--- src/logic/dma_ctrl_pkg.sv ---
// shared constants and types for the descriptor dma control block
package dma_ctrl_pkg;
  localparam int ADDR_W = 32;
  localparam int DATA_W = 32;
  localparam logic [1:0] REG_TX_REQUEST = 2'h0;
  localparam logic [1:0] REG_RX_REQUEST = 2'h1;
  localparam logic [1:0] REG_TX_BASE = 2'h2;
  localparam logic [1:0] REG_RX_BASE = 2'h3;
  localparam int REQUEST_BIT = 0;
  localparam logic [31:0] REQUEST_RESET = 32'h0;
  localparam logic [31:0] BASE_RESET = 32'h0;
  localparam logic [1:0] DL_16 = 2'h0;
  localparam logic [1:0] DL_32 = 2'h1;
  localparam logic [1:0] DL_64 = 2'h2;
  localparam logic [1:0] DL_RESET = 2'h0;
  localparam int SOFT_RESET_CYCLES = 64;
  typedef enum logic [1:0] {DIR_TX, DIR_RX} dir_t;
endpackage

--- src/logic/dma_ctrl_if.sv ---
// link between the dma engine and the software side that drives its registers
interface dma_ctrl_if;
  logic regWrite;
  logic [1:0] regIndex;
  logic [31:0] regWdata;
  logic [31:0] regRdata;
  logic [1:0] descLength;
  logic softReset;
  logic softResetBusy;
  modport engine (input regWrite, regIndex, regWdata, descLength, softReset,
    output regRdata, softResetBusy);
  modport software (output regWrite, regIndex, regWdata, descLength, softReset,
    input regRdata, softResetBusy);
endinterface

--- src/logic/dma_engine.sv ---
// descriptor dma engine: request bits, list bases, descriptor walking
// Function
// tx request one fetches descriptor at tx base
// tx transfer starts only on valid descriptor
// after transfer fetch next, continue while valid
// invalid tx descriptor clears request, halts
// writing zero to tx request does nothing
// tx request reads one while active, resets zero
// rx request one fetches descriptor at rx base
// rx starts on valid descriptor and frame present
// rx continues while valid, standby when empty
// invalid rx descriptor clears request, halts
// clearing rx request mid-frame corrupts pointer
// software stops mac receiver before clearing rx
// tx base aligned to descriptor length
// rx base aligned to descriptor length
// tx base changed only while tx halted; the engine takes tx base writes in any tx state
// rx base changed only while rx halted; the engine takes rx base writes in any rx state
// unused request bits read zero, written zero
// length code selects 16, 32, 64 bytes
// soft reset spans 64 cycles, bases kept
// next address is current plus descriptor length
module dma_engine
  import dma_ctrl_pkg::*;
(
  input wire logic clk_sys,
  input wire logic reset_n,
  input wire logic clkEn,
  dma_ctrl_if.engine bus,
  output logic txFetchReq,
  output logic rxFetchReq,
  output logic [31:0] txFetchAddr,
  output logic [31:0] rxFetchAddr,
  input wire logic txDescDone,
  input wire logic txDescriptorValid,
  input wire logic rxDescDone,
  input wire logic rxDescriptorValid,
  input wire logic rxFrameReady,
  output logic txTransferGo,
  output logic rxTransferGo,
  input wire logic txTransferDone,
  input wire logic rxTransferDone
);
  import dma_ctrl_pkg::*;

  typedef enum logic [2:0] {S_IDLE, S_FETCH, S_WAIT, S_STANDBY, S_XFER} chan_t;
  chan_t txState_reg, rxState_reg;
  logic txRequest_reg, rxRequest_reg;
  logic [31:0] txBase_reg, rxBase_reg, txAddr_reg, rxAddr_reg;
  logic [6:0] srCount_reg;
  logic srActive;
  logic txWrite, rxWrite;

  function automatic logic [31:0] descBytes(input logic [1:0] code);
    if (code == DL_16) begin
      descBytes = 32'h10;
    end else if (code == DL_32) begin
      descBytes = 32'h20;
    end else begin
      descBytes = 32'h40; // reserved code treated as 64 bytes
    end
  endfunction

  // next descriptor sits one descriptor length further on
  function automatic logic [31:0] nextDescAddr(input logic [31:0] addr, input logic [1:0] code);
    nextDescAddr = addr + descBytes(code);
  endfunction

  // only the request flag is live; the upper bits always read zero
  function automatic logic [31:0] requestWord(input logic active);
    requestWord = {31'h0, active};
  endfunction

  assign srActive = (srCount_reg != 7'h0);
  assign bus.softResetBusy = srActive;
  assign txWrite = bus.regWrite && !srActive && bus.regIndex == REG_TX_REQUEST;
  assign rxWrite = bus.regWrite && !srActive && bus.regIndex == REG_RX_REQUEST;

  // soft reset window; registers must not be touched while it runs
  always_ff @(posedge clk_sys) begin
    if (!reset_n) begin
      srCount_reg <= 7'h0;
    end else if (clkEn) begin
      if (bus.softReset) begin
        srCount_reg <= 7'(SOFT_RESET_CYCLES);
      end else if (srActive) begin
        srCount_reg <= srCount_reg - 7'h1;
      end
    end
  end

  // list bases survive the soft reset
  always_ff @(posedge clk_sys) begin
    if (!reset_n) begin
      txBase_reg <= BASE_RESET;
      rxBase_reg <= BASE_RESET;
    end else if (clkEn && bus.regWrite && !srActive) begin
      if (bus.regIndex == REG_TX_BASE) begin
        txBase_reg <= bus.regWdata; // alignment is software's duty
      end else if (bus.regIndex == REG_RX_BASE) begin
        rxBase_reg <= bus.regWdata;
      end
    end
  end

  always_ff @(posedge clk_sys) begin
    if (!reset_n || bus.softReset) begin
      txRequest_reg <= 1'b0;
      txState_reg <= S_IDLE;
      txAddr_reg <= BASE_RESET;
    end else if (clkEn) begin
      case (txState_reg)
        S_IDLE: begin
          if (txWrite && bus.regWdata[REQUEST_BIT]) begin // zero write ignored
            txRequest_reg <= 1'b1;
            txAddr_reg <= txBase_reg;
            txState_reg <= S_FETCH;
          end
        end
        S_FETCH: txState_reg <= S_WAIT;
        S_WAIT: begin
          if (txDescDone) begin
            if (txDescriptorValid) begin
              txState_reg <= S_XFER;
            end else begin
              txRequest_reg <= 1'b0;
              txState_reg <= S_IDLE;
            end
          end
        end
        S_XFER: begin
          if (txTransferDone) begin
            txAddr_reg <= nextDescAddr(txAddr_reg, bus.descLength);
            txState_reg <= S_FETCH;
          end
        end
        default: txState_reg <= S_IDLE;
      endcase
    end
  end

  // no frame guard on a zero write: mid-frame clears lose write-back
  always_ff @(posedge clk_sys) begin
    if (!reset_n || bus.softReset) begin
      rxRequest_reg <= 1'b0;
      rxState_reg <= S_IDLE;
      rxAddr_reg <= BASE_RESET;
    end else if (clkEn) begin
      if (rxWrite && !bus.regWdata[REQUEST_BIT]) begin
        rxRequest_reg <= 1'b0; // abrupt stop, pointer left as is
        rxState_reg <= S_IDLE;
      end else begin
        case (rxState_reg)
          S_IDLE: begin
            if (rxWrite && bus.regWdata[REQUEST_BIT]) begin
              rxRequest_reg <= 1'b1;
              rxAddr_reg <= rxBase_reg;
              rxState_reg <= S_FETCH;
            end
          end
          S_FETCH: rxState_reg <= S_WAIT;
          S_WAIT: begin
            if (rxDescDone) begin
              if (rxDescriptorValid) begin
                rxState_reg <= S_STANDBY;
              end else begin
                rxRequest_reg <= 1'b0;
                rxState_reg <= S_IDLE;
              end
            end
          end
          // a valid descriptor waits here until the fifo holds a frame
          S_STANDBY: begin
            if (rxFrameReady) begin
              rxState_reg <= S_XFER;
            end
          end
          S_XFER: begin
            if (rxTransferDone) begin
              rxAddr_reg <= nextDescAddr(rxAddr_reg, bus.descLength);
              rxState_reg <= S_FETCH;
            end
          end
          default: rxState_reg <= S_IDLE;
        endcase
      end
    end
  end

  // fetch address stands until the transfer on it has ended
  assign txFetchReq = (txState_reg == S_FETCH);
  assign rxFetchReq = (rxState_reg == S_FETCH);
  assign txFetchAddr = txAddr_reg;
  assign rxFetchAddr = rxAddr_reg;
  assign txTransferGo = (txState_reg == S_XFER);
  assign rxTransferGo = (rxState_reg == S_XFER);

  // readback is combinational; the software end registers it
  always_comb begin
    if (bus.regIndex == REG_TX_REQUEST) begin
      bus.regRdata = requestWord(txRequest_reg);
    end else if (bus.regIndex == REG_RX_REQUEST) begin
      bus.regRdata = requestWord(rxRequest_reg);
    end else if (bus.regIndex == REG_TX_BASE) begin
      bus.regRdata = txBase_reg;
    end else begin
      bus.regRdata = rxBase_reg;
    end
  end
endmodule // dma_engine

--- src/flat_wrapper.sv ---
// flat-port wrapper written by rule: the top's interface ports become plain ports
module dma_engine_flat import dma_ctrl_pkg::*;
  (clk_sys, reset_n, clkEn, txFetchReq, rxFetchReq, txFetchAddr, rxFetchAddr, txDescDone, txDescriptorValid, rxDescDone, rxDescriptorValid, rxFrameReady, txTransferGo, rxTransferGo, txTransferDone, rxTransferDone, bus_regWrite, bus_regIndex, bus_regWdata, bus_descLength, bus_softReset, bus_regRdata, bus_softResetBusy);
  dma_ctrl_if bus_i ();
  input wire logic clk_sys;
  input wire logic reset_n;
  input wire logic clkEn;
  output logic txFetchReq;
  output logic rxFetchReq;
  output logic [31:0] txFetchAddr;
  output logic [31:0] rxFetchAddr;
  input wire logic txDescDone;
  input wire logic txDescriptorValid;
  input wire logic rxDescDone;
  input wire logic rxDescriptorValid;
  input wire logic rxFrameReady;
  output logic txTransferGo;
  output logic rxTransferGo;
  input wire logic txTransferDone;
  input wire logic rxTransferDone;
  input wire logic [$bits(bus_i.regWrite)-1:0] bus_regWrite;
  input wire logic [$bits(bus_i.regIndex)-1:0] bus_regIndex;
  input wire logic [$bits(bus_i.regWdata)-1:0] bus_regWdata;
  input wire logic [$bits(bus_i.descLength)-1:0] bus_descLength;
  input wire logic [$bits(bus_i.softReset)-1:0] bus_softReset;
  output wire logic [$bits(bus_i.regRdata)-1:0] bus_regRdata;
  output wire logic [$bits(bus_i.softResetBusy)-1:0] bus_softResetBusy;
  assign bus_i.regWrite = bus_regWrite;
  assign bus_i.regIndex = bus_regIndex;
  assign bus_i.regWdata = bus_regWdata;
  assign bus_i.descLength = bus_descLength;
  assign bus_i.softReset = bus_softReset;
  assign bus_regRdata = bus_i.regRdata;
  assign bus_softResetBusy = bus_i.softResetBusy;
  dma_engine u_core (.clk_sys(clk_sys), .reset_n(reset_n), .clkEn(clkEn), .bus(bus_i), .txFetchReq(txFetchReq), .rxFetchReq(rxFetchReq), .txFetchAddr(txFetchAddr), .rxFetchAddr(rxFetchAddr), .txDescDone(txDescDone), .txDescriptorValid(txDescriptorValid), .rxDescDone(rxDescDone), .rxDescriptorValid(rxDescriptorValid), .rxFrameReady(rxFrameReady), .txTransferGo(txTransferGo), .rxTransferGo(rxTransferGo), .txTransferDone(txTransferDone), .rxTransferDone(rxTransferDone));
endmodule
--- config.mk ---
export PLATFORM = sky130hd
export DESIGN_NAME = dma_engine_flat
export DESIGN_NICKNAME = d
export VERILOG_FILES = /design/src/logic/dma_ctrl_pkg.sv /design/src/logic/dma_ctrl_if.sv /design/src/logic/dma_engine.sv /design/src/flat_wrapper.sv
export SDC_FILE = /design/constraint.sdc
export NUM_CORES = 1
export LEC_CHECK = 0
export ABC_AREA = 1
export BUFFER_PORTS_ARGS = -buffer_cell sky130_fd_sc_hd__buf_2
export CORE_ASPECT_RATIO = 0.75
export CORE_MARGIN = 4
export CORE_UTILIZATION = 35
export DETAILED_ROUTE_END_ITERATION = 8
export HOLD_SLACK_MARGIN = 0.02
export PLACE_DENSITY = 0.65
export REMOVE_ABC_BUFFERS = 1
export SLEW_MARGIN = 20
export SYNTH_ARGS = -nofsm -noshare
export SYNTH_HDL_FRONTEND = slang
export SYNTH_SLANG_ARGS = --single-unit
export TNS_END_PERCENT = 1
--- constraint.sdc ---
create_clock -name clk_sys -period 4.1 [get_ports clk_sys]
set_input_delay 0 -clock clk_sys [delete_from_list [all_inputs] [get_ports clk_sys]]
set_output_delay 0 -clock clk_sys [all_outputs]
set_load 0.05 [all_outputs]
==> results.json <==
{
  "drv_slew": 0,
  "routed_wl_mm": 27.7,
  "ys_seq_area_share_pct": 35.6,
  "root_buffer": "clkbuf_16",
  "critPathCaptureType": "primary output",
  "p_leak_uw": 0.00401,
  "synthesis.area_mm2": 0.00805,
  "tightest_slew_ns": 0.969,
  "status": "finished clean",
  "hold_path.startpoint": "clkEn",
  "ys_top_cells_by_area": "dfxtp_1 36%, nand2_1 14%, a21oi_1 8.7%",
  "cts-buffers-inserted": 17,
  "cp.arrival_ns": 2.54,
  "synthTopCellsByCount": "308 x nand2_1, 172 x inv_1, 143 x dfxtp_1",
  "syn-instance-count": 1291,
  "grt_pass1_wl_mm": 43.5,
  "grt_max_degree": 66,
  "vias": 9142,
  "fin_tns_setup_ns": 0,
  "max_slew_margin_pct": 35.0,
  "synth-edff-count": 0,
  "timing.final.crit_period_ns": 2.54,
  "grt_usage_pct": 21.0,
  "fp.coreArea_mm2": 0.0223,
  "portBuffers": 148,
  "cts_tree": "yes",
  "rr_startpoint": "u_core.rxState_reg[0]",
  "first_pass_iters": 5,
  "powerDensity_mw_per_mm2": 363,
  "die_area_mm2": 0.0255,
  "gp_congestion": 0.903,
  "avgSynthCellArea_um2": 6.23,
  "drv_cap": 0,
  "avgRoutedWirePerCell_um": 15.8,
  "ys_ff_latch": 143,
  "synth_top_area_share_pct": 35.6,
  "cts_htree_levels": 4,
  "grt-ovfl-total": 0,
  "antenna_found_initial": 1,
  "drive_gt1_share_pct": 14.1,
  "io_pins": 149,
  "start_kind": "flop",
  "insertion_delay_ns": 0.43,
  "drc": 0,
  "async_flop_share_pct": 0,
  "crit_start": "u_core.rxState_reg[0]",
  "drt_iter0_drc": 904,
  "yosys_most_used_dff": "dfxtp_1",
  "cp_max_fo": 34,
  "max_freq_ghz": 0.393,
  "worstPathRequired_ns": 4.10,
  "worst-setup-path-type": "reg2out",
  "fin_nets": 1501,
  "die_h_um": 139,
  "period_share_pct": 62.0,
  "synth_most_common_cell": "nand2_1",
  "clk_path_buf_depth": 2,
  "clock_sinks": 143,
  "start_util_pct": 36.0,
  "ys_types": 32,
  "final_antenna_net_count": 0,
  "dp_hpwl_mm": 19.9,
  "die_w_um": 183,
  "peakVddDrop_mv": 0.302,
  "grt_pass1_vias": 8122,
  "area_delta_synth_final_pct": 24.4,
  "hold_ws_ns": 0.0583,
  "hold_viol": 0,
  "min_path_type": "in2reg",
  "ys_warn_count": 0,
  "fin_worst_skew_ns": 0.0100,
  "placementRows": 47,
  "rsz0062_at_grt": "false",
  "postCtsResizedCells": 0,
  "finalSetupViolCount": 0,
  "path_clk_slew_ns": 0.06,
  "drt-vias-per-instance": 5.21,
  "synth_top_area_cell": "dfxtp_1"
}
## layer usage
layer / track usage (%) / share of wire (%) / vias up
met5: 0 / 0 / -
met4: 4.23 / 1.1 / 0
met3: 4.38 / 8.9 / 25
met2: 31.3 / 41 / 397
met1: 31.5 / 49 / 4188
li1: - / - / 4532
## cells in the final DEF (no fill, tap or decap), drive strengths merged
cell,count
nand2,310
inv,174
buf,160
dfxtp,143
a21oi,141
nor2,134
nand3,115
o21ai,110
dlygate4sd3,36
o22ai,34
nand4,22
nor3,20
clkbuf,20
nand3b,13
xor2,5
bufinv,5
clkinv,5
ha,4
o21bai,3
xnor2,2
clkinvlp,2
diode,1
a211oi,1
or2,1
## where the power goes
part / switching [µW] / internal (µW) / leakage [µW] / total (µW)
registers: 23.3 / 1430 / 0.00115 / 1450
logic: 295 / 133 / 0.00254 / 428
clock network: 633 / 1120 / 0.000314 / 1750
total: 951 / 2680 / 0.00401 / 3630
## stage by stage
step | cell area, µm² | utilization (%) | setup slack [ns] | power (µW) | instances
CTS | 10000 | 44.8 | 1.48 | 3640 | 1754
global route | 10000 | 44.8 | 1.37 | 3750 | 1755
floorplan | 7790 | - | 1.33 | 1740 | 1234
finish | 10000 | 44.8 | 1.56 | 3630 | 1755
global placement | 8990 | 40.2 | 1.63 | 1870 | 1688
detailed placement | 8990 | 40.2 | 1.52 | 1880 | 1688
## critical path, cell delays in order (launching register included)
cell and delay (ns):
dfxtp_1 0.36, nor2_1 0.09, nand2_1 0.06, buf_4 0.25, clkinv_1 0.81, buf_2 0.51
## cells by family (layout without fill, tap and decap cells)
kind of cell,count (synthesis),count (layout),synth area share [%]
simple gates,615,615,32.9
compound gates,289,289,18.7
buf+inv,233,402,11.4
flops,143,143,35.6
xor+xnor,7,7,0.762
fa+ha+maj,4,4,0.622
other cells,0,1,0
## final timing paths
path                                  to  slack (ns)  cells past startpoint
setup / recovery            rxTransferGo        1.56                      5
hold / removal      u_core.txRequest_reg        0.06                      5
setup reg to reg  u_core.rxFetchAddr[16]        1.57                      9
hold reg to reg     u_core.rxRequest_reg        0.46                      2
## area by class of cell
type	instances	area (µm²)
clock inverter	10	184
tap	294	368
sequential	143	2860
multi-input combinational	915	4280
inverter	176	661
fill	2358	12300
antenna	1	2.50
timing repair buffer	196	1190
clock buffer	20	467
## what timing repair did
item / in CTS / in global routing
setup buffers: 0 / 0
hold endpoints to repair: 70 / 0
endpoints found under the setup margin: 0 / 0
hold buffers: 36 / 0
(Power assumes the default switching activity.)
